===== src/inc/lmi_consts.vh =====
// constants for the literal, move and indirect-store executor
`ifndef LMI_CONSTS_VH
`define LMI_CONSTS_VH
`define OPC_W            14
`define OP_NOP           14'h0000
`define OP_RESET         14'h0001
`define OP_OPTION        14'h0062
`define OP_WI_MASK       14'h3FF8
`define OP_WI_MODE       14'h0018
`define OP_WF_MASK       14'h3F80
`define OP_WF            14'h0080
`define OP_LB_MASK       14'h3FE0
`define OP_LB            14'h0020
`define OP_LP_MASK       14'h3F80
`define OP_LP            14'h3180
`define OP_LW_MASK       14'h3F00
`define OP_LW            14'h3000
`define OP_WIK_MASK      14'h3F80
`define OP_WIK           14'h3F80
`define IDX_PREINC       2'h0
`define IDX_PREDEC       2'h1
`define IDX_POSTINC      2'h2
`define IDX_POSTDEC      2'h3
`define PTR_ONE          16'h0001
`define RST_BYTE         8'h00
`define RST_PTR          16'h0000
`define OPT_RESET        8'hFF
`define RSTFLAG_RESET    1'h1
`define WIN0_ADDR        7'h00
`define WIN1_ADDR        7'h01
`define REG_OPCODE       5'h00
`define REG_WORK         5'h01
`define REG_BANK         5'h02
`define REG_PAGE         5'h03
`define REG_OPTION       5'h04
`define REG_PTR0         5'h05
`define REG_PTR1         5'h06
`define REG_STATUS       5'h07
`define REG_WB           5'h08
`define REG_CTRL         5'h09
`define CTRL_RSTFLAG_SET 0
`define AXI_OKAY         2'h0
`define AXI_SLVERR       2'h2
`define ADDR_LSB         2
`define ADDR_MSB         6
`endif

===== src/hw/exec_regs.v =====
// small register bank for the executor's software-visible words
`timescale 1ns/1ps
`include "lmi_consts.vh"
module exec_regs #(
    parameter WIDTH = 16,
    parameter DEPTH = 4,
    parameter AW    = 2
) (
    input  wire             aclk,
    input  wire             aresetn,
    input  wire             ce,
    input  wire             we,
    input  wire [AW-1:0]    waddr,
    input  wire [WIDTH-1:0] wdata,
    input  wire [AW-1:0]    raddr,
    output reg  [WIDTH-1:0] rdata
);
    reg [WIDTH-1:0] mem [0:DEPTH-1];
    integer i;
    always @(posedge aclk) begin
        if (!aresetn) begin
            for (i = 0; i < DEPTH; i = i + 1) begin
                mem[i] <= {WIDTH{1'b0}};
            end
            rdata <= {WIDTH{1'b0}};
        end else if (ce) begin
            if (we) begin
                mem[waddr] <= wdata;
            end
            rdata <= mem[raddr];
        end
    end
endmodule


===== src/hw/literal_move_indirect_exec.v =====
// executor for literal loads, work stores, indirect store, option and reset
`timescale 1ns/1ps
`include "lmi_consts.vh"
// Behaviour
// RL1 - bank literal load writes 5-bit immediate to bank select, flags untouched
// RL2 - page latch load writes 7-bit immediate to pc high latch, flags untouched
// RL3 - work literal load puts 8-bit immediate in work register, one cycle
// RL4 - store work to file writes work to 7-bit address in one cycle
// RL5 - two-bit mode selects pre/post increment or decrement of pointer
// RL6 - effective address is pointer (post modes), pointer +1, -1 or +signed offset; offset keeps pointer
// RL7 - window register accesses are redirected to address held in pointer
// RL8 - pointers are 16 bits and wrap at both ends
// RL9 - pointer updates never change status flags
// RL10 - option load copies work into option register in one cycle
// RL11 - software reset acts as full reset and clears reset-instruction flag
// RL12 - no-operation changes nothing but advancing the program counter
module literal_move_indirect_exec (
    input  wire        aclk,
    input  wire        aresetn,
    input  wire        ce,
    input  wire [6:0]  s_axi_awaddr,
    input  wire        s_axi_awvalid,
    output reg         s_axi_awready,
    input  wire [31:0] s_axi_wdata,
    input  wire [3:0]  s_axi_wstrb,
    input  wire        s_axi_wvalid,
    output reg         s_axi_wready,
    output reg  [1:0]  s_axi_bresp,
    output reg         s_axi_bvalid,
    input  wire        s_axi_bready,
    input  wire [6:0]  s_axi_araddr,
    input  wire        s_axi_arvalid,
    output reg         s_axi_arready,
    output reg  [31:0] s_axi_rdata,
    output reg  [1:0]  s_axi_rresp,
    output reg         s_axi_rvalid,
    input  wire        s_axi_rready,
    output reg         wr_en_q,
    output reg  [15:0] wr_addr_q,
    output reg  [7:0]  wr_data_q,
    output reg         pc_adv_q,
    output reg         soft_reset_q
);
    reg  [13:0] opcode_q;
    reg  [7:0]  work_q;
    reg  [4:0]  bank_select_reg_q;
    reg  [6:0]  pc_high_latch_q;
    reg  [7:0]  option_q;
    reg         reset_instruction_flag_q;
    reg  [7:0]  status_q;
    reg         aw_hold_q;
    reg         w_hold_q;
    reg  [4:0]  aw_idx_q;
    reg  [31:0] w_data_q;
    reg  [3:0]  w_strb_q;
    reg         exec_q;
    reg         rd_pend_q;
    reg         rd_fetch_q;
    reg  [4:0]  rd_idx_q;
    wire [15:0] ptr_rdata;
    wire        ptr_we;
    wire [1:0]  ptr_waddr;
    wire [15:0] ptr_wdata;
    localparam  PTR_DEPTH = 4;
    localparam  PTR_AW    = 2;
    wire [1:0]  ptr_raddr;
    wire        bank_rstn;
    reg  [15:0] ptr_shadow_q [0:1];
    reg  [15:0] eff_addr;
    reg  [15:0] ptr_next;
    reg         ptr_upd;
    reg         sel;
    reg  [15:0] ptr_cur;
    reg  [15:0] koff;
    wire        bus_wr = aw_hold_q && w_hold_q && !s_axi_bvalid;
    wire        sw_wr  = bus_wr && (aw_idx_q == `REG_PTR0 || aw_idx_q == `REG_PTR1);
    wire        is_wi  = (opcode_q & `OP_WI_MASK) == `OP_WI_MODE;
    wire        is_wik = (opcode_q & `OP_WIK_MASK) == `OP_WIK;
    // pointers persist in the bank, a copy is kept for same-cycle arithmetic
    assign ptr_we    = sw_wr || (exec_q && ptr_upd);
    assign ptr_waddr = sw_wr ? {1'b0, aw_idx_q == `REG_PTR1} : {1'b0, sel};
    assign ptr_wdata = sw_wr ? w_data_q[15:0] : ptr_next;
    // soft reset clears the pointer bank too, so read-back agrees with the shadow
    assign bank_rstn = aresetn && !soft_reset_q;
    // pointer n sits at bank entry n; the upper entries stay unused
    assign ptr_raddr = {1'b0, rd_idx_q == `REG_PTR1};
    exec_regs #(.WIDTH(16), .DEPTH(PTR_DEPTH), .AW(PTR_AW)) u_ptr (
        .aclk    (aclk),
        .aresetn (bank_rstn),
        .ce      (ce),
        .we      (ptr_we),
        .waddr   (ptr_waddr),
        .wdata   (ptr_wdata),
        .raddr   (ptr_raddr),
        .rdata   (ptr_rdata)
    );
    always @* begin
        sel      = is_wik ? opcode_q[6] : opcode_q[2];
        ptr_cur  = ptr_shadow_q[sel];
        koff     = {{10{opcode_q[5]}}, opcode_q[5:0]};
        eff_addr = ptr_cur;
        ptr_next = ptr_cur;
        ptr_upd  = 1'b0;
        if (is_wik) begin
            eff_addr = ptr_cur + koff; // RL6 RL8
        end else if (is_wi) begin
            ptr_upd = 1'b1;
            case (opcode_q[1:0]) // RL5
                `IDX_PREINC: begin
                    ptr_next = ptr_cur + `PTR_ONE; // RL8
                    eff_addr = ptr_next; // RL6
                end
                `IDX_PREDEC: begin
                    ptr_next = ptr_cur - `PTR_ONE;
                    eff_addr = ptr_next; // RL6
                end
                `IDX_POSTINC: begin
                    ptr_next = ptr_cur + `PTR_ONE;
                end
                `IDX_POSTDEC: begin
                    ptr_next = ptr_cur - `PTR_ONE;
                end
                default: begin
                    ptr_next = ptr_cur;
                end
            endcase
        end
    end
    always @(posedge aclk) begin
        if (!aresetn || soft_reset_q) begin
            ptr_shadow_q[0] <= `RST_PTR;
            ptr_shadow_q[1] <= `RST_PTR;
        end else if (ce) begin
            if (sw_wr) begin
                ptr_shadow_q[aw_idx_q == `REG_PTR1] <= w_data_q[15:0];
            end else if (exec_q && ptr_upd) begin
                ptr_shadow_q[sel] <= ptr_next; // RL9
            end
        end
    end
    // execution path, one instruction per cycle
    always @(posedge aclk) begin
        if (!aresetn) begin
            reset_instruction_flag_q <= `RSTFLAG_RESET;
        end else if (ce) begin
            if (exec_q && opcode_q == `OP_RESET) begin
                reset_instruction_flag_q <= 1'b0; // RL11
            end else if (bus_wr && aw_idx_q == `REG_CTRL && w_data_q[`CTRL_RSTFLAG_SET]) begin
                reset_instruction_flag_q <= 1'b1;
            end
        end
    end
    always @(posedge aclk) begin
        if (!aresetn || soft_reset_q) begin // RL11
            work_q            <= `RST_BYTE;
            bank_select_reg_q <= 5'h00;
            pc_high_latch_q   <= 7'h00;
            option_q          <= `OPT_RESET;
            status_q          <= `RST_BYTE;
            wr_en_q           <= 1'b0;
            wr_addr_q         <= `RST_PTR;
            wr_data_q         <= `RST_BYTE;
            pc_adv_q          <= 1'b0;
            soft_reset_q      <= 1'b0;
        end else if (ce) begin
            wr_en_q  <= 1'b0;
            pc_adv_q <= exec_q; // RL12
            if (bus_wr && aw_idx_q == `REG_WORK && w_strb_q[0]) begin
                work_q <= w_data_q[7:0];
            end
            if (bus_wr && aw_idx_q == `REG_STATUS && w_strb_q[0]) begin
                status_q <= w_data_q[7:0];
            end
            // software may preset these; an instruction never shares the cycle
            if (bus_wr && aw_idx_q == `REG_BANK && w_strb_q[0]) begin
                bank_select_reg_q <= w_data_q[4:0];
            end
            if (bus_wr && aw_idx_q == `REG_PAGE && w_strb_q[0]) begin
                pc_high_latch_q <= w_data_q[6:0];
            end
            if (bus_wr && aw_idx_q == `REG_OPTION && w_strb_q[0]) begin
                option_q <= w_data_q[7:0];
            end
            if (exec_q) begin
                // status_q is never written here: of this group only the reset instruction touches flags, through soft_reset_q
                if (opcode_q == `OP_NOP) begin
                    wr_en_q <= 1'b0; // RL12
                end else if (opcode_q == `OP_RESET) begin
                    soft_reset_q <= 1'b1; // RL11
                end else if (opcode_q == `OP_OPTION) begin
                    option_q <= work_q; // RL10
                end else if ((opcode_q & `OP_LB_MASK) == `OP_LB) begin
                    bank_select_reg_q <= opcode_q[4:0]; // RL1
                end else if ((opcode_q & `OP_LP_MASK) == `OP_LP) begin
                    pc_high_latch_q <= opcode_q[6:0]; // RL2
                end else if ((opcode_q & `OP_LW_MASK) == `OP_LW) begin
                    work_q <= opcode_q[7:0]; // RL3
                end else if ((opcode_q & `OP_WF_MASK) == `OP_WF) begin
                    wr_en_q   <= 1'b1; // RL4
                    wr_data_q <= work_q;
                    if (opcode_q[6:0] == `WIN0_ADDR || opcode_q[6:0] == `WIN1_ADDR) begin
                        wr_addr_q <= ptr_shadow_q[opcode_q[0]]; // RL7
                    end else begin
                        wr_addr_q <= {bank_select_reg_q, 4'h0, opcode_q[6:0]};
                    end
                end else if (is_wi || is_wik) begin
                    wr_en_q   <= 1'b1; // RL7
                    wr_addr_q <= eff_addr; // RL6
                    wr_data_q <= work_q;
                end
            end
        end
    end
    // axi4-lite slave; a write to the opcode word with both low strobes set issues one instruction
    always @(posedge aclk) begin
        if (!aresetn) begin
            s_axi_awready <= 1'b1;
            s_axi_wready  <= 1'b1;
            s_axi_bvalid  <= 1'b0;
            s_axi_bresp   <= `AXI_OKAY;
            aw_hold_q     <= 1'b0;
            w_hold_q      <= 1'b0;
            aw_idx_q      <= 5'h00;
            w_data_q      <= 32'h00000000;
            w_strb_q      <= 4'h0;
            opcode_q      <= 14'h0000;
            exec_q        <= 1'b0;
        end else if (ce) begin
            exec_q <= 1'b0;
            if (s_axi_awvalid && s_axi_awready) begin
                aw_idx_q      <= s_axi_awaddr[`ADDR_MSB:`ADDR_LSB];
                aw_hold_q     <= 1'b1;
                s_axi_awready <= 1'b0;
            end
            if (s_axi_wvalid && s_axi_wready) begin
                w_data_q     <= s_axi_wdata;
                w_strb_q     <= s_axi_wstrb;
                w_hold_q     <= 1'b1;
                s_axi_wready <= 1'b0;
            end
            if (bus_wr) begin
                s_axi_bvalid <= 1'b1;
                s_axi_bresp  <= (aw_idx_q > `REG_CTRL) ? `AXI_SLVERR : `AXI_OKAY;
                if (aw_idx_q == `REG_OPCODE && (&w_strb_q[1:0])) begin
                    opcode_q <= w_data_q[13:0];
                    exec_q   <= 1'b1;
                end
            end
            if (s_axi_bvalid && s_axi_bready) begin
                s_axi_bvalid  <= 1'b0;
                aw_hold_q     <= 1'b0;
                w_hold_q      <= 1'b0;
                s_axi_awready <= 1'b1;
                s_axi_wready  <= 1'b1;
            end
        end
    end
    always @(posedge aclk) begin
        if (!aresetn) begin
            s_axi_arready <= 1'b1;
            s_axi_rvalid  <= 1'b0;
            s_axi_rdata   <= 32'h00000000;
            s_axi_rresp   <= `AXI_OKAY;
            rd_pend_q     <= 1'b0;
            rd_idx_q      <= 5'h00;
            rd_fetch_q    <= 1'b0;
        end else if (ce) begin
            if (s_axi_arvalid && s_axi_arready) begin
                s_axi_arready <= 1'b0;
                rd_idx_q      <= s_axi_araddr[`ADDR_MSB:`ADDR_LSB];
                rd_pend_q     <= 1'b1;
            end
            // one wait cycle so the bank's registered read has caught up with rd_idx_q
            if (rd_pend_q) begin
                rd_pend_q  <= 1'b0;
                rd_fetch_q <= 1'b1;
            end
            if (rd_fetch_q) begin
                rd_fetch_q   <= 1'b0;
                s_axi_rvalid <= 1'b1;
                s_axi_rresp  <= (rd_idx_q > `REG_CTRL) ? `AXI_SLVERR : `AXI_OKAY;
                case (rd_idx_q)
                    `REG_OPCODE: s_axi_rdata <= {18'h00000, opcode_q};
                    `REG_WORK:   s_axi_rdata <= {24'h000000, work_q};
                    `REG_BANK:   s_axi_rdata <= {27'h0000000, bank_select_reg_q};
                    `REG_PAGE:   s_axi_rdata <= {25'h0000000, pc_high_latch_q};
                    `REG_OPTION: s_axi_rdata <= {24'h000000, option_q};
                    `REG_PTR0:   s_axi_rdata <= {16'h0000, ptr_rdata};
                    `REG_PTR1:   s_axi_rdata <= {16'h0000, ptr_rdata};
                    `REG_STATUS: s_axi_rdata <= {24'h000000, status_q};
                    `REG_WB:     s_axi_rdata <= {8'h00, wr_data_q, wr_addr_q};
                    `REG_CTRL:   s_axi_rdata <= {31'h00000000, reset_instruction_flag_q};
                    default:     s_axi_rdata <= 32'h00000000;
                endcase
            end
            if (s_axi_rvalid && s_axi_rready) begin
                s_axi_rvalid  <= 1'b0;
                s_axi_arready <= 1'b1;
            end
        end
    end
endmodule


===== config.mk =====
export PLATFORM = sky130hd
export DESIGN_NAME = literal_move_indirect_exec
export DESIGN_NICKNAME = d
export VERILOG_FILES = /design/src/hw/exec_regs.v /design/src/hw/literal_move_indirect_exec.v
export VERILOG_INCLUDE_DIRS = /design/src /design/src/inc
export SDC_FILE = /design/constraint.sdc
export NUM_CORES = 1
export LEC_CHECK = 0
export BUFFER_PORTS_ARGS = -buffer_cell sky130_fd_sc_hd__buf_2
export CORE_MARGIN = 3
export CORE_UTILIZATION = 40
export DETAILED_ROUTE_END_ITERATION = 6
export HOLD_SLACK_MARGIN = 0.06
export PLACE_DENSITY = 0.57
export RECOVER_POWER = 50
export REMOVE_ABC_BUFFERS = 1
export SLEW_MARGIN = 0
export SYNTH_ARGS = -nofsm -noshare
export SYNTH_HDL_FRONTEND = slang
export SYNTH_SLANG_ARGS = --single-unit

===== constraint.sdc =====
create_clock -name aclk -period 5.1 [get_ports aclk]
set_input_delay 0 -clock aclk [delete_from_list [all_inputs] [get_ports aclk]]
set_output_delay 0 -clock aclk [all_outputs]
set_load 0.02 [all_outputs]

==> metrics.log, run 1 <==
[metrics] area enclosed by the die boundary: 31,800 um^2
[metrics] xor/xnor cell area share of the yosys netlist: 0.0265
[metrics] top cell type's share of synthesized area: 0.268
[metrics] utilization after layout: 0.479
[metrics] die boundary width: between 150 and 200 um
[metrics] most repeated cell in the gate-level netlist after synthesis: sky130_fd_sc_hd__nor2_1
[metrics] clock period minus worst slack: between 4 and 5 ns
[metrics] post-synthesis mux area share: 0.0712
[metrics] leading post-synthesis cells by instance count: 175 x sky130_fd_sc_hd__nor2_1, 161 x sky130_fd_sc_hd__nand2_1, 159 x sky130_fd_sc_hd__dfxtp_1, 96 x sky130_fd_sc_hd__a21oi_1
[metrics] main combinational cell family by area after synthesis: simple AND/OR/NAND/NOR gates
[metrics] element type at the critical path end: register
[metrics] mean post-synth cell area: 8.66 um^2
[metrics] vias in the first global route: 10,089
[metrics] violations in the final reports: capacitance limit, slew limit
[metrics] area post-placement: 12,700 um^2
[metrics] H-tree Lvls: 1
[metrics] Final Cell Area: 13,900 um^2
[metrics] status: complete, but fails checks
[metrics] latest clock arrival within the worst-skew pair: between 0.5 and 0.6 ns
[metrics] Worst R2R Setup Slack: 0.64 ns
[metrics] via count: 10,817
[metrics] DR iter-0 viols: around 940
[metrics] post-layout net count: ~1,500
[metrics] area of the mapped netlist: 11,900 um^2
[metrics] Post-CTS Setup Bufs: 0
[metrics] Pre-antenna DRT Iters: 5
[metrics] die height: 178 um
[metrics] Yosys warning count: 0
[metrics] type of origin of the critical path: register
[metrics] placer's final routability congestion estimate: 0.884
[metrics] maximum number of pins on one net before global-route repair: 75
[metrics] number of flops mapped to enable cells by yosys: 64
[metrics] top_reg_cell synth: sky130_fd_sc_hd__dfxtp_1
[metrics] sequential share of the synthesized area: 0.429
[metrics] clock buffer depth: 3
[metrics] first-pass GRT wire length: 60,400 um
[metrics] clock edge transition at the registers on the reported setup and hold paths: 0.06 ns
[metrics] Period Utilization, post-route: 0.874
[metrics] average wire per cell in the routed design: 21.2 um
[metrics] # IOs: around 130
[metrics] Adder-Cell Fraction of Synth Area: 0.0196
[metrics] areal power density over the cells: 293 nW/um^2
[metrics] layout overhead on the synthesized area: 17.0%
[metrics] core area: between 20,000 and 30,000 um^2
[metrics] critical path data arrival time: slightly below 5 ns
[metrics] count of cell types in the netlist: 80
[metrics] cell count after synthesis: 1,372
[metrics] total overflow reported by the global router: 0
[metrics] Hold WC Path Type: input port to register
[metrics] Max Slew Vio Count: 53
[metrics] effective utilization at floorplan: 0.410
[metrics] CP max FO: 13
[metrics] Worst-Margin Slew: 2.57 ns
[metrics] post-route worst hold slack: a little over 0.09 ns
[metrics] fmax: 0.224 GHz
[metrics] fraction of layout instances using a drive strength above 1: 0.0938
[metrics] number of non-filler instances in the completed layout: between 1,500 and 2,000
[metrics] number of endpoints failing setup at the final stage: 0
[metrics] post-route DRC violation count: 0
[metrics] cell types occupying the most area after synthesis: sky130_fd_sc_hd__dfxtp_1 27%, sky130_fd_sc_hd__edfxtp_1 16%, sky130_fd_sc_hd__mux2i_1 6.7%, sky130_fd_sc_hd__nor2_1 5.5%, sky130_fd_sc_hd__nand2_1 5.1%
[metrics] number of synthesized register bits: 223
[metrics] setup TNS: 0 ns
[metrics] maximum vdd drop: 305 uV
[metrics] final hold violations: 0
[metrics] Layout Skew: 0.0236 ns
[metrics] async set-or-reset flop fraction in the synthesized netlist: 0
[metrics] final wirelength: 39,800 um
[metrics] number of CTS-inserted buffers: 26
[metrics] ANT cells: 0
[metrics] TritonCTS sink count: 223
[metrics] area share of and/or/nand/nor cells after synthesis: 0.211
[metrics] Synth area leader: sky130_fd_sc_hd__dfxtp_1
[metrics] remaining antenna violation count after routing: 0
[metrics] Rel. slew slack: -0.711
[metrics] cell count after placement: 1,792
[metrics] port buffer count: 93
[metrics] total number of placement rows: 62
[metrics] CTS-repair resized insts: 0
[metrics] Max-cap violations: 1
[metrics] vias per cell: 5.76
[metrics] total track usage: 0.245
[metrics] CTS tree: built
[metrics] leakage power of the design: 5.12 nW
[metrics] clock root buffer: sky130_fd_sc_hd__clkbuf_16
[metrics] DPL Wire Length: 28,500 um
[metrics] Hold-fix buffers, CTS: 37
[metrics] complex-gate fraction of the synthesized area: 0.195
[metrics] critical path required time: 5.56 ns
[metrics] antenna violations before repair: 1
[metrics] critical path class: register to register
[metrics] unrepaired setup endpoints after global routing: no
==> final cells by class <==
type,instances,area [um^2]
fillers,2916,15100
clock inverters,13,151
clock buffers,35,736
repair buffers,167,1020
inverters,26,97.6
flip-flops and latches,223,5100
well taps,384,480
multi-input cells,1029,6320
==> cells by family after synthesis <==
logic type,Yosys count
simple gates,540
compound gates,342
flops,223
buf+inv,129
mux,83
xor+xnor,36
fa+ha+maj,18
other cells,1
==> worst max-delay path, stage by stage (launching register included) <==
cell                        delay [ns]
sky130_fd_sc_hd__dfxtp_1          0.42
sky130_fd_sc_hd__and3_1           0.55
sky130_fd_sc_hd__a22o_1           0.22
sky130_fd_sc_hd__and2_1           0.28
sky130_fd_sc_hd__clkinv_1         0.26
sky130_fd_sc_hd__ha_1             0.39
sky130_fd_sc_hd__and3_1           0.19
sky130_fd_sc_hd__a2111oi_0        0.44
sky130_fd_sc_hd__buf_4            0.19
sky130_fd_sc_hd__o21ai_0          0.15
sky130_fd_sc_hd__a21o_1           0.24
sky130_fd_sc_hd__a41o_1           0.25
sky130_fd_sc_hd__o41ai_1          0.36
sky130_fd_sc_hd__xnor2_1          0.17
sky130_fd_sc_hd__o2111ai_1        0.12
sky130_fd_sc_hd__o21ai_1          0.16
==> stage by stage <==
| step | total power, W | worst slack (ns) |
|---|---|---|
| after CTS | 0.00411 | 0.621 |
| after floorplan | 0.00206 | 0.713 |
| after global routing | 0.00420 | 0.0973 |
| after detailed placement | 0.00217 | 0.681 |
| after global placement | 0.00217 | 0.762 |
| final | 0.00408 | 0.644 |
==> power breakdown <==
| group | switching [W] | total, W | internal (W) |
|---|---|---|---|
| sequential | 0.0000469 | 0.00191 | 0.00186 |
| combinational | 0.000159 | 0.000252 | 0.0000928 |
| clock | 0.000754 | 0.00192 | 0.00117 |
| total | 0.000960 | 0.00408 | 0.00312 |
==> placed cells by master (no fill, tap or decap), drive strengths merged, types with 32 or more instances in the layout <==
cell	n
xnor2	32
clkbuf	99
o21ai	72
a21oi	97
nand2	162
mux2i	80
dlygate4sd3	37
nand2b	33
a22oi	35
dfxtp	159
buf	66
edfxtp	64
nor2	175
a22o	32
nand3	40
==> path summary, 6_finish.rpt <==
path,start,end,cells past startpoint
setup / recovery,opcode_q[10],wr_addr_q[15],15
setup reg to reg,opcode_q[10],wr_addr_q[15],15
hold / removal,s_axi_arvalid,rd_idx_q[3],4
hold reg to reg,aw_hold_q,aw_hold_q,2
==> sequential cells by signal (all words and copies together), names as in the netlist, 2 cells and up, named ones only <==
name	count
bank_select_reg_q	5
status_q	8
work_q	8
ptr_shadow_q	32
s_axi_rdata	24
u_ptr.mem	32
option_q	8
wr_addr_q	16
u_ptr.rdata	16
rd_idx_q	5
wr_data_q	8
aw_idx_q	5
opcode_q	14
pc_high_latch_q	7
w_data_q	16
w_strb_q	2
==> layer usage <==
layer | track usage | vias up | part of all wire
li1 | - | 5157 | -
met1 | 0.327 | 5179 | 0.43
met2 | 0.408 | 397 | 0.47
met3 | 0.0326 | 82 | 0.067
met4 | 0.0883 | 2 | 0.039
met5 | 0 | - | 0.00023
Note: power is estimated with default switching activity, not from simulation.
==> inputs of run 2 (changes only) <==
ABC_AREA = 1   (was not set)
CTS_BUF_LIST = sky130_fd_sc_hd__clkbuf_16   (was not set)
==> metrics.log, run 2 <==
[metrics] slowest library cell on the worst path: sky130_fd_sc_hd__fa_1
[metrics] count of cell types in the netlist: 61
[metrics] antenna violations before repair: 1
[metrics] Most common cell on crit path: sky130_fd_sc_hd__nand2_1
[metrics] number of CTS-inserted buffers: 25
[metrics] cell count after synthesis: 1,739
[metrics] number of synthesized register bits: 223
[metrics] post-layout net count: 1,914
[metrics] effective utilization at floorplan: 0.409
[metrics] status: complete, but fails checks
[metrics] worst-path cell chain: nand2_1, nor2_8, nand2_4, nand2_4, nand2_4, nand2_1, nand2_2, ha_1, inv_1, fa_1, nor2_1, o21ai_0, nand2_1, a21boi_0, o21ai_0, nand2_1, nand2_1, a21oi_1, o21ai_0, nand3_1, nand2_1, a21oi_1
[metrics] max layer used: met5
[metrics] latest clock arrival within the worst-skew pair: 0.53 ns
[metrics] DR WL met2: between 20,000 and 25,000 um
[metrics] CTS tree: built
[metrics] leading post-synthesis cells by instance count: 384 x sky130_fd_sc_hd__nand2_1, 170 x sky130_fd_sc_hd__a21oi_1, 164 x sky130_fd_sc_hd__inv_1, 161 x sky130_fd_sc_hd__o21ai_0, 159 x sky130_fd_sc_hd__dfxtp_1
[metrics] setup TNS: 0 ns
[metrics] Period Utilization, post-route: 0.794
[metrics] total overflow reported by the global router: 0
[metrics] violations in the final reports: capacitance limit, slew limit
[metrics] area enclosed by the die boundary: 33,700 um^2
[metrics] async set-or-reset flop fraction in the synthesized netlist: 0
[metrics] Routed met3 length: 3660 um
[metrics] number of endpoints failing setup at the final stage: 0
[metrics] clock edge transition at the registers on the reported setup and hold paths: 0.06 ns
[metrics] critical path class: register to register
[metrics] DR iter-0 viols: 1,385
[metrics] Worst-Margin Slew: 1.51 ns
[metrics] port buffer count: 93
[metrics] met1 layer wirelength in the final routing: 21,100 um
[metrics] leakage power of the design: 5.81 nW
[metrics] vias per cell: 5.61
[metrics] number of flops mapped to enable cells by yosys: 64
[metrics] leading cell type in the layout, fill and taps excluded: sky130_fd_sc_hd__nand2_1
[metrics] clock root buffer: sky130_fd_sc_hd__clkbuf_16
[metrics] core area: 30,800 um^2
[metrics] final hold violations: 0
[metrics] final wirelength: 46,500 um
[metrics] average wire per cell in the routed design: between 20 and 25 um
[metrics] critical path required time: 5.45 ns
[metrics] Max Slew Vio Count: a little under 50
[metrics] worst slack after detailed placement: 1.16 ns
[metrics] Rel. slew slack: -0.0180
[metrics] total track usage: 0.266
[metrics] Yosys warning count: 0
[metrics] layout overhead on the synthesized area: 14.2%
[metrics] areal power density over the cells: 273 nW/um^2
[metrics] fraction of layout instances using a drive strength above 1: 0.0911
[metrics] element type at the critical path end: register
[metrics] post-route DRC violation count: 0
[metrics] cell types occupying the most area after synthesis: sky130_fd_sc_hd__dfxtp_1 25%, sky130_fd_sc_hd__edfxtp_1 15%, sky130_fd_sc_hd__nand2_1 11%, sky130_fd_sc_hd__a21oi_1 6.7%, sky130_fd_sc_hd__o21ai_0 6.4%
[metrics] H-tree Lvls: 1
[metrics] remaining antenna violation count after routing: 0
[metrics] placer's final routability congestion estimate: 0.968
[metrics] area post-placement: 13,300 um^2
[metrics] DPL Wire Length: 33,300 um
[metrics] ANT cells: 0
[metrics] maximum vdd drop: 213 uV
[metrics] Hold WC Path Type: input port to register
[metrics] CTS-repair resized insts: 0
[metrics] die boundary width: between 150 and 200 um
[metrics] total number of placement rows: 64
[metrics] top cell type's share of synthesized area: 0.252
[metrics] registers with the most flip-flops: ptr_shadow_q x32, u_ptr.mem x32, s_axi_rdata x24
[metrics] crit path setup slack, layout: 1.05 ns
[metrics] most repeated cell in the gate-level netlist after synthesis: sky130_fd_sc_hd__nand2_1
[metrics] Max-cap violations: 2
[metrics] vias in the first global route: around 11,000
[metrics] Synth area leader: sky130_fd_sc_hd__dfxtp_1
[metrics] clock buffer depth: 3
[metrics] longest individual stage delay on the worst path: 0.41 ns
[metrics] Final Cell Area: 14,400 um^2
[metrics] type of origin of the critical path: register
[metrics] # IOs: 126
[metrics] mean post-synth cell area: 7.25 um^2
[metrics] CP max FO: 29
[metrics] first-pass GRT wire length: 69,700 um
[metrics] instance count along the most critical hold path: 4
[metrics] clock period minus worst slack: 4.05 ns
[metrics] TritonCTS sink count: 223
[metrics] fmax: 0.247 GHz
[metrics] Hold-fix buffers, CTS: 48
[metrics] Layout Skew: 0.0134 ns
[metrics] most frequent cells in the layout: 384 x sky130_fd_sc_hd__nand2_1, 174 x sky130_fd_sc_hd__inv_1, 170 x sky130_fd_sc_hd__a21oi_1
[metrics] Post-CTS Setup Bufs: 0
[metrics] unrepaired setup endpoints after global routing: no
[metrics] Register-to-Register Path Depth: 22
[metrics] via count: 12,634
[metrics] top_reg_cell synth: sky130_fd_sc_hd__dfxtp_1
[metrics] area of the mapped netlist: 12,600 um^2
[metrics] maximum number of pins on one net before global-route repair: 72
[metrics] sequential share of the synthesized area: 0.405
[metrics] die height: 184 um
[metrics] Pre-antenna DRT Iters: 6
[metrics] critical path data arrival time: about 4.4 ns
[run 2: path summary, 6_finish.rpt]
kind	slack [ns]	to	start
worst max-delay path	1.05	wr_addr_q[10]	opcode_q[12]
worst min-delay path	0.30	w_data_q[11]	s_axi_wdata[11]
worst max register to register	1.05	wr_addr_q[10]	opcode_q[12]
worst min register to register	0.45	aw_hold_q	aw_hold_q
[run 2: cell families (layout without fill, tap and decap cells)]
logic type	after synthesis	count (layout)	synth area share
AOI/OAI and AO/OA	478	478	0.219
xor gates and xnor gates	13	13	0.00962
adders and majority gates	18	18	0.0184
buffers and inverters	272	380	0.0882
DFF	223	223	0.405
other	1	10	0.000297
and+or+nand+nor	734	734	0.259
[run 2: worst max-delay path: cells and delay by family, from the launching register on]
family | cells | cell delay, ns
compound gates | 6 | 0.84
fa+ha+maj | 2 | 0.60
buf+inv | 1 | 0.06
flops | 1 | 0.34
simple gates | 13 | 2.00
[run 2: layer usage]
| layer | global-route usage | vias up |
|---|---|---|
| li1 | - | 6069 |
| met1 | 0.394 | 5913 |
| met2 | 0.416 | 578 |
| met3 | 0.0352 | 72 |
| met4 | 0.0576 | 2 |
| met5 | 0 | - |
[run 2: per-stage QoR]
| stage | total power (W) | util | instances | hold WS, ns |
|---|---|---|---|---|
| 6_report | 0.00393 | 0.467 | 2252 | 0.297 |
| 5_1_grt | 0.00404 | 0.467 | 2252 | 0.301 |
| 4_1_cts | 0.00394 | 0.472 | 2252 | 0.271 |
| 3_5_place_dp | 0.00226 | 0.432 | 2159 | 0.285 |
| 3_3_place_gp | 0.00225 | 0.432 | 2159 | 0.273 |
| 2_1_floorplan | 0.00212 | - | 1653 | 0.0762 |
[run 2: power breakdown]
group          leakage (nW)  internal, W  total (W)  switching, W
sequential             1.95      0.00187    0.00191     0.0000370
clock                 0.400     0.000938    0.00167      0.000733
combinational          3.46     0.000107   0.000348      0.000241
[run 2: cell type report]
class | count | area [um^2]
Inverter | 177 | 664
Fill cell | 3204 | 16400
Tap cell | 396 | 495
Clock buffer | 25 | 626
Timing Repair Buffer | 158 | 977
Sequential cell | 223 | 5100
Clock inverter | 20 | 116
Multi-Input combinational cell | 1253 | 6420
==> inputs of run 3 (changes only) <==
clock period = 4.15 ns   (was 5.1 ns; I/O delays follow)
==> metrics.log, run 3 (synthesized netlist as in run 2, its figures left out) <==
[metrics] violations in the final reports: capacitance limit, slew limit
[metrics] Max Slew Vio Count: 106
[metrics] critical path required time: 4.56 ns
[metrics] CP max FO: 17
[metrics] most frequent cells in the layout: 384 x sky130_fd_sc_hd__nand2_1, 173 x sky130_fd_sc_hd__inv_1, 171 x sky130_fd_sc_hd__a21oi_1
[metrics] effective utilization at floorplan: 0.409
[metrics] core area: just over 30,000 um^2
[metrics] total overflow reported by the global router: 0
[metrics] critical path data arrival time: approximately 4.2 ns
[metrics] leading cell type in the layout, fill and taps excluded: sky130_fd_sc_hd__nand2_1
[metrics] clock period minus worst slack: 3.76 ns
[metrics] latest clock arrival within the worst-skew pair: 0.54 ns
[metrics] type of origin of the critical path: register
[metrics] DR iter-0 viols: around 1,200
[metrics] die boundary width: 184 um
[metrics] clock edge transition at the registers on the reported setup and hold paths: 0.06 ns
[metrics] Register-to-Register Path Depth: 23
[metrics] # IOs: 126
[metrics] number of endpoints failing setup at the final stage: 0
[metrics] total track usage: 0.273
[metrics] Most common cell on crit path: sky130_fd_sc_hd__nand2_1
[metrics] DPL Wire Length: 34,100 um
[metrics] utilization after layout: 0.470
[metrics] H-tree Lvls: 1
[metrics] number of non-filler instances in the completed layout: 2,263
[metrics] unrepaired setup endpoints after global routing: no
[metrics] maximum number of pins on one net before global-route repair: 72
[metrics] die height: 184 um
[metrics] Worst-Margin Slew: around 1.7 ns
[metrics] Critical path destination: wr_addr_q[12]
[metrics] clock root buffer: sky130_fd_sc_hd__clkbuf_16
[metrics] via count: 12,617
[metrics] vias per cell: 5.58
[metrics] number of CTS-inserted buffers: 26
[metrics] critical path class: register to register
[metrics] antenna violations before repair: 1
[metrics] RR Startpoint: opcode_q[13]
[metrics] buffers and inverters on the worst path: 1
[metrics] area enclosed by the die boundary: 33,700 um^2
[metrics] longest individual stage delay on the worst path: around 0.41 ns
[metrics] Pre-antenna DRT Iters: 7
[metrics] first-pass GRT wire length: 70,600 um
[metrics] largest delay contributor family on the critical path: simple AND/OR/NAND/NOR gates
[metrics] remaining antenna violation count after routing: 0
[metrics] layout overhead on the synthesized area: 15.0%
[metrics] worst-path cell chain: nand2_1, nor2_8, nand3_4, nand2_4, nand2_1, nand2_2, ha_1, inv_1, fa_1, nor2_1, o21ai_0, nand2_1, a21boi_0, o21ai_0, nand2_1, nand2_1, nand3_1, nand2_1, a21oi_1, o21ai_0, nand2_1, nand2_1, a21oi_1
[metrics] overall power of the completed layout: between 0.004 and 0.005 W
[metrics] post-route DRC violation count: 0
[metrics] leakage power of the design: ~5.9 nW
[metrics] final wirelength: 47,500 um
[metrics] first element of the critical path: opcode_q[13]
[metrics] clock buffer depth: 3
[metrics] TritonCTS sink count: ~220
[metrics] areal power density over the cells: 341 nW/um^2
[metrics] fraction of layout instances using a drive strength above 1: 0.0971
[metrics] path length in cells of the critical path: 23
[metrics] element type at the critical path end: register
[metrics] Period Utilization, post-route: 0.906
[metrics] Layout Skew: 0.0239 ns
[metrics] Max-cap violations: 2
[metrics] status: complete, but fails checks
[metrics] registers with the most flip-flops: ptr_shadow_q x32, u_ptr.mem x32, s_axi_rdata x24
[metrics] total number of placement rows: 64
[metrics] CTS tree: built
[metrics] setup TNS: 0 ns
[metrics] terminus of the critical flop-to-flop path: wr_addr_q[12]
[metrics] maximum vdd drop: 293 uV
[metrics] Rel. slew slack: -0.140
[metrics] final hold violations: 0
[metrics] post-layout net count: 1,921
[metrics] cell count after placement: ~2,200
[metrics] placer's final routability congestion estimate: ~0.95
[metrics] fmax: between 0.2 and 0.3 GHz
[metrics] average wire per cell in the routed design: 21.0 um
[metrics] slowest library cell on the worst path: sky130_fd_sc_hd__fa_1
[metrics] Hold WC Path Type: input port to register
[metrics] Worst R2R Setup Slack: slightly below 0.4 ns
[metrics] vias in the first global route: roughly 11,000
[metrics] port buffer count: 93
-- run 3: how the worst min path moves through the flow --
stage | from | depth (start not counted) | end
floorplan | aresetn | 1 | reset_instruction_flag_q
global placement | s_axi_wvalid | 4 | s_axi_wready
detailed placement | s_axi_arvalid | 4 | s_axi_arready
CTS | ce | 5 | soft_reset_q
global route | ce | 5 | soft_reset_q
finish | ce | 5 | soft_reset_q
-- run 3: metrics by stage --
step	setup slack (ns)	hold slack, ns	area [um^2]
after floorplan	0.164	0.0762	12200
after global placement	0.483	0.272	13400
after detailed placement	0.501	0.285	13400
after CTS	0.459	0.0603	14600
after global routing	0.0545	0.0782	14500
final	0.389	0.0755	14500
-- run 3: area by class of cell --
| cell class | count | area [um^2] |
|---|---|---|
| repair buffers | 164 | 1010 |
| well taps | 396 | 495 |
| inverters | 177 | 664 |
| clock inverters | 22 | 153 |
| clock buffers | 26 | 651 |
| fillers | 3171 | 16300 |
| diodes | 2 | 5.00 |
| multi-input cells | 1253 | 6420 |
| flip-flops and latches | 223 | 5100 |
-- run 3: report_power, final --
group | leakage [nW] | switching [W] | total (W) | internal, W
Clock | 0.425 | 0.000921 | 0.00218 | 0.00126
Combinational | 3.47 | 0.000296 | 0.000423 | 0.000127
Sequential | 1.95 | 0.0000461 | 0.00235 | 0.00230
-- run 3: worst reg2reg max path, delay by kind of cell (launching register included) --
family	cells	cell delay [ns]
simple gates	14	1.81
compound gates	6	0.79
fa+ha+maj	2	0.60
flops	1	0.38
buf+inv	1	0.06
-- run 3: repair_timing --
action                                 4_1_cts  5_1_grt
hold buffers                                42        0
buffers inserted                             0        0
endpoints found under the hold margin       40        0
gates resized for setup                      0        0
-- run 3: layer usage --
layer  part of all wire  global-route usage
met5            0.00069             0.00714
met2               0.44               0.418
met1               0.44               0.399
met3              0.088              0.0483
met4              0.025              0.0673
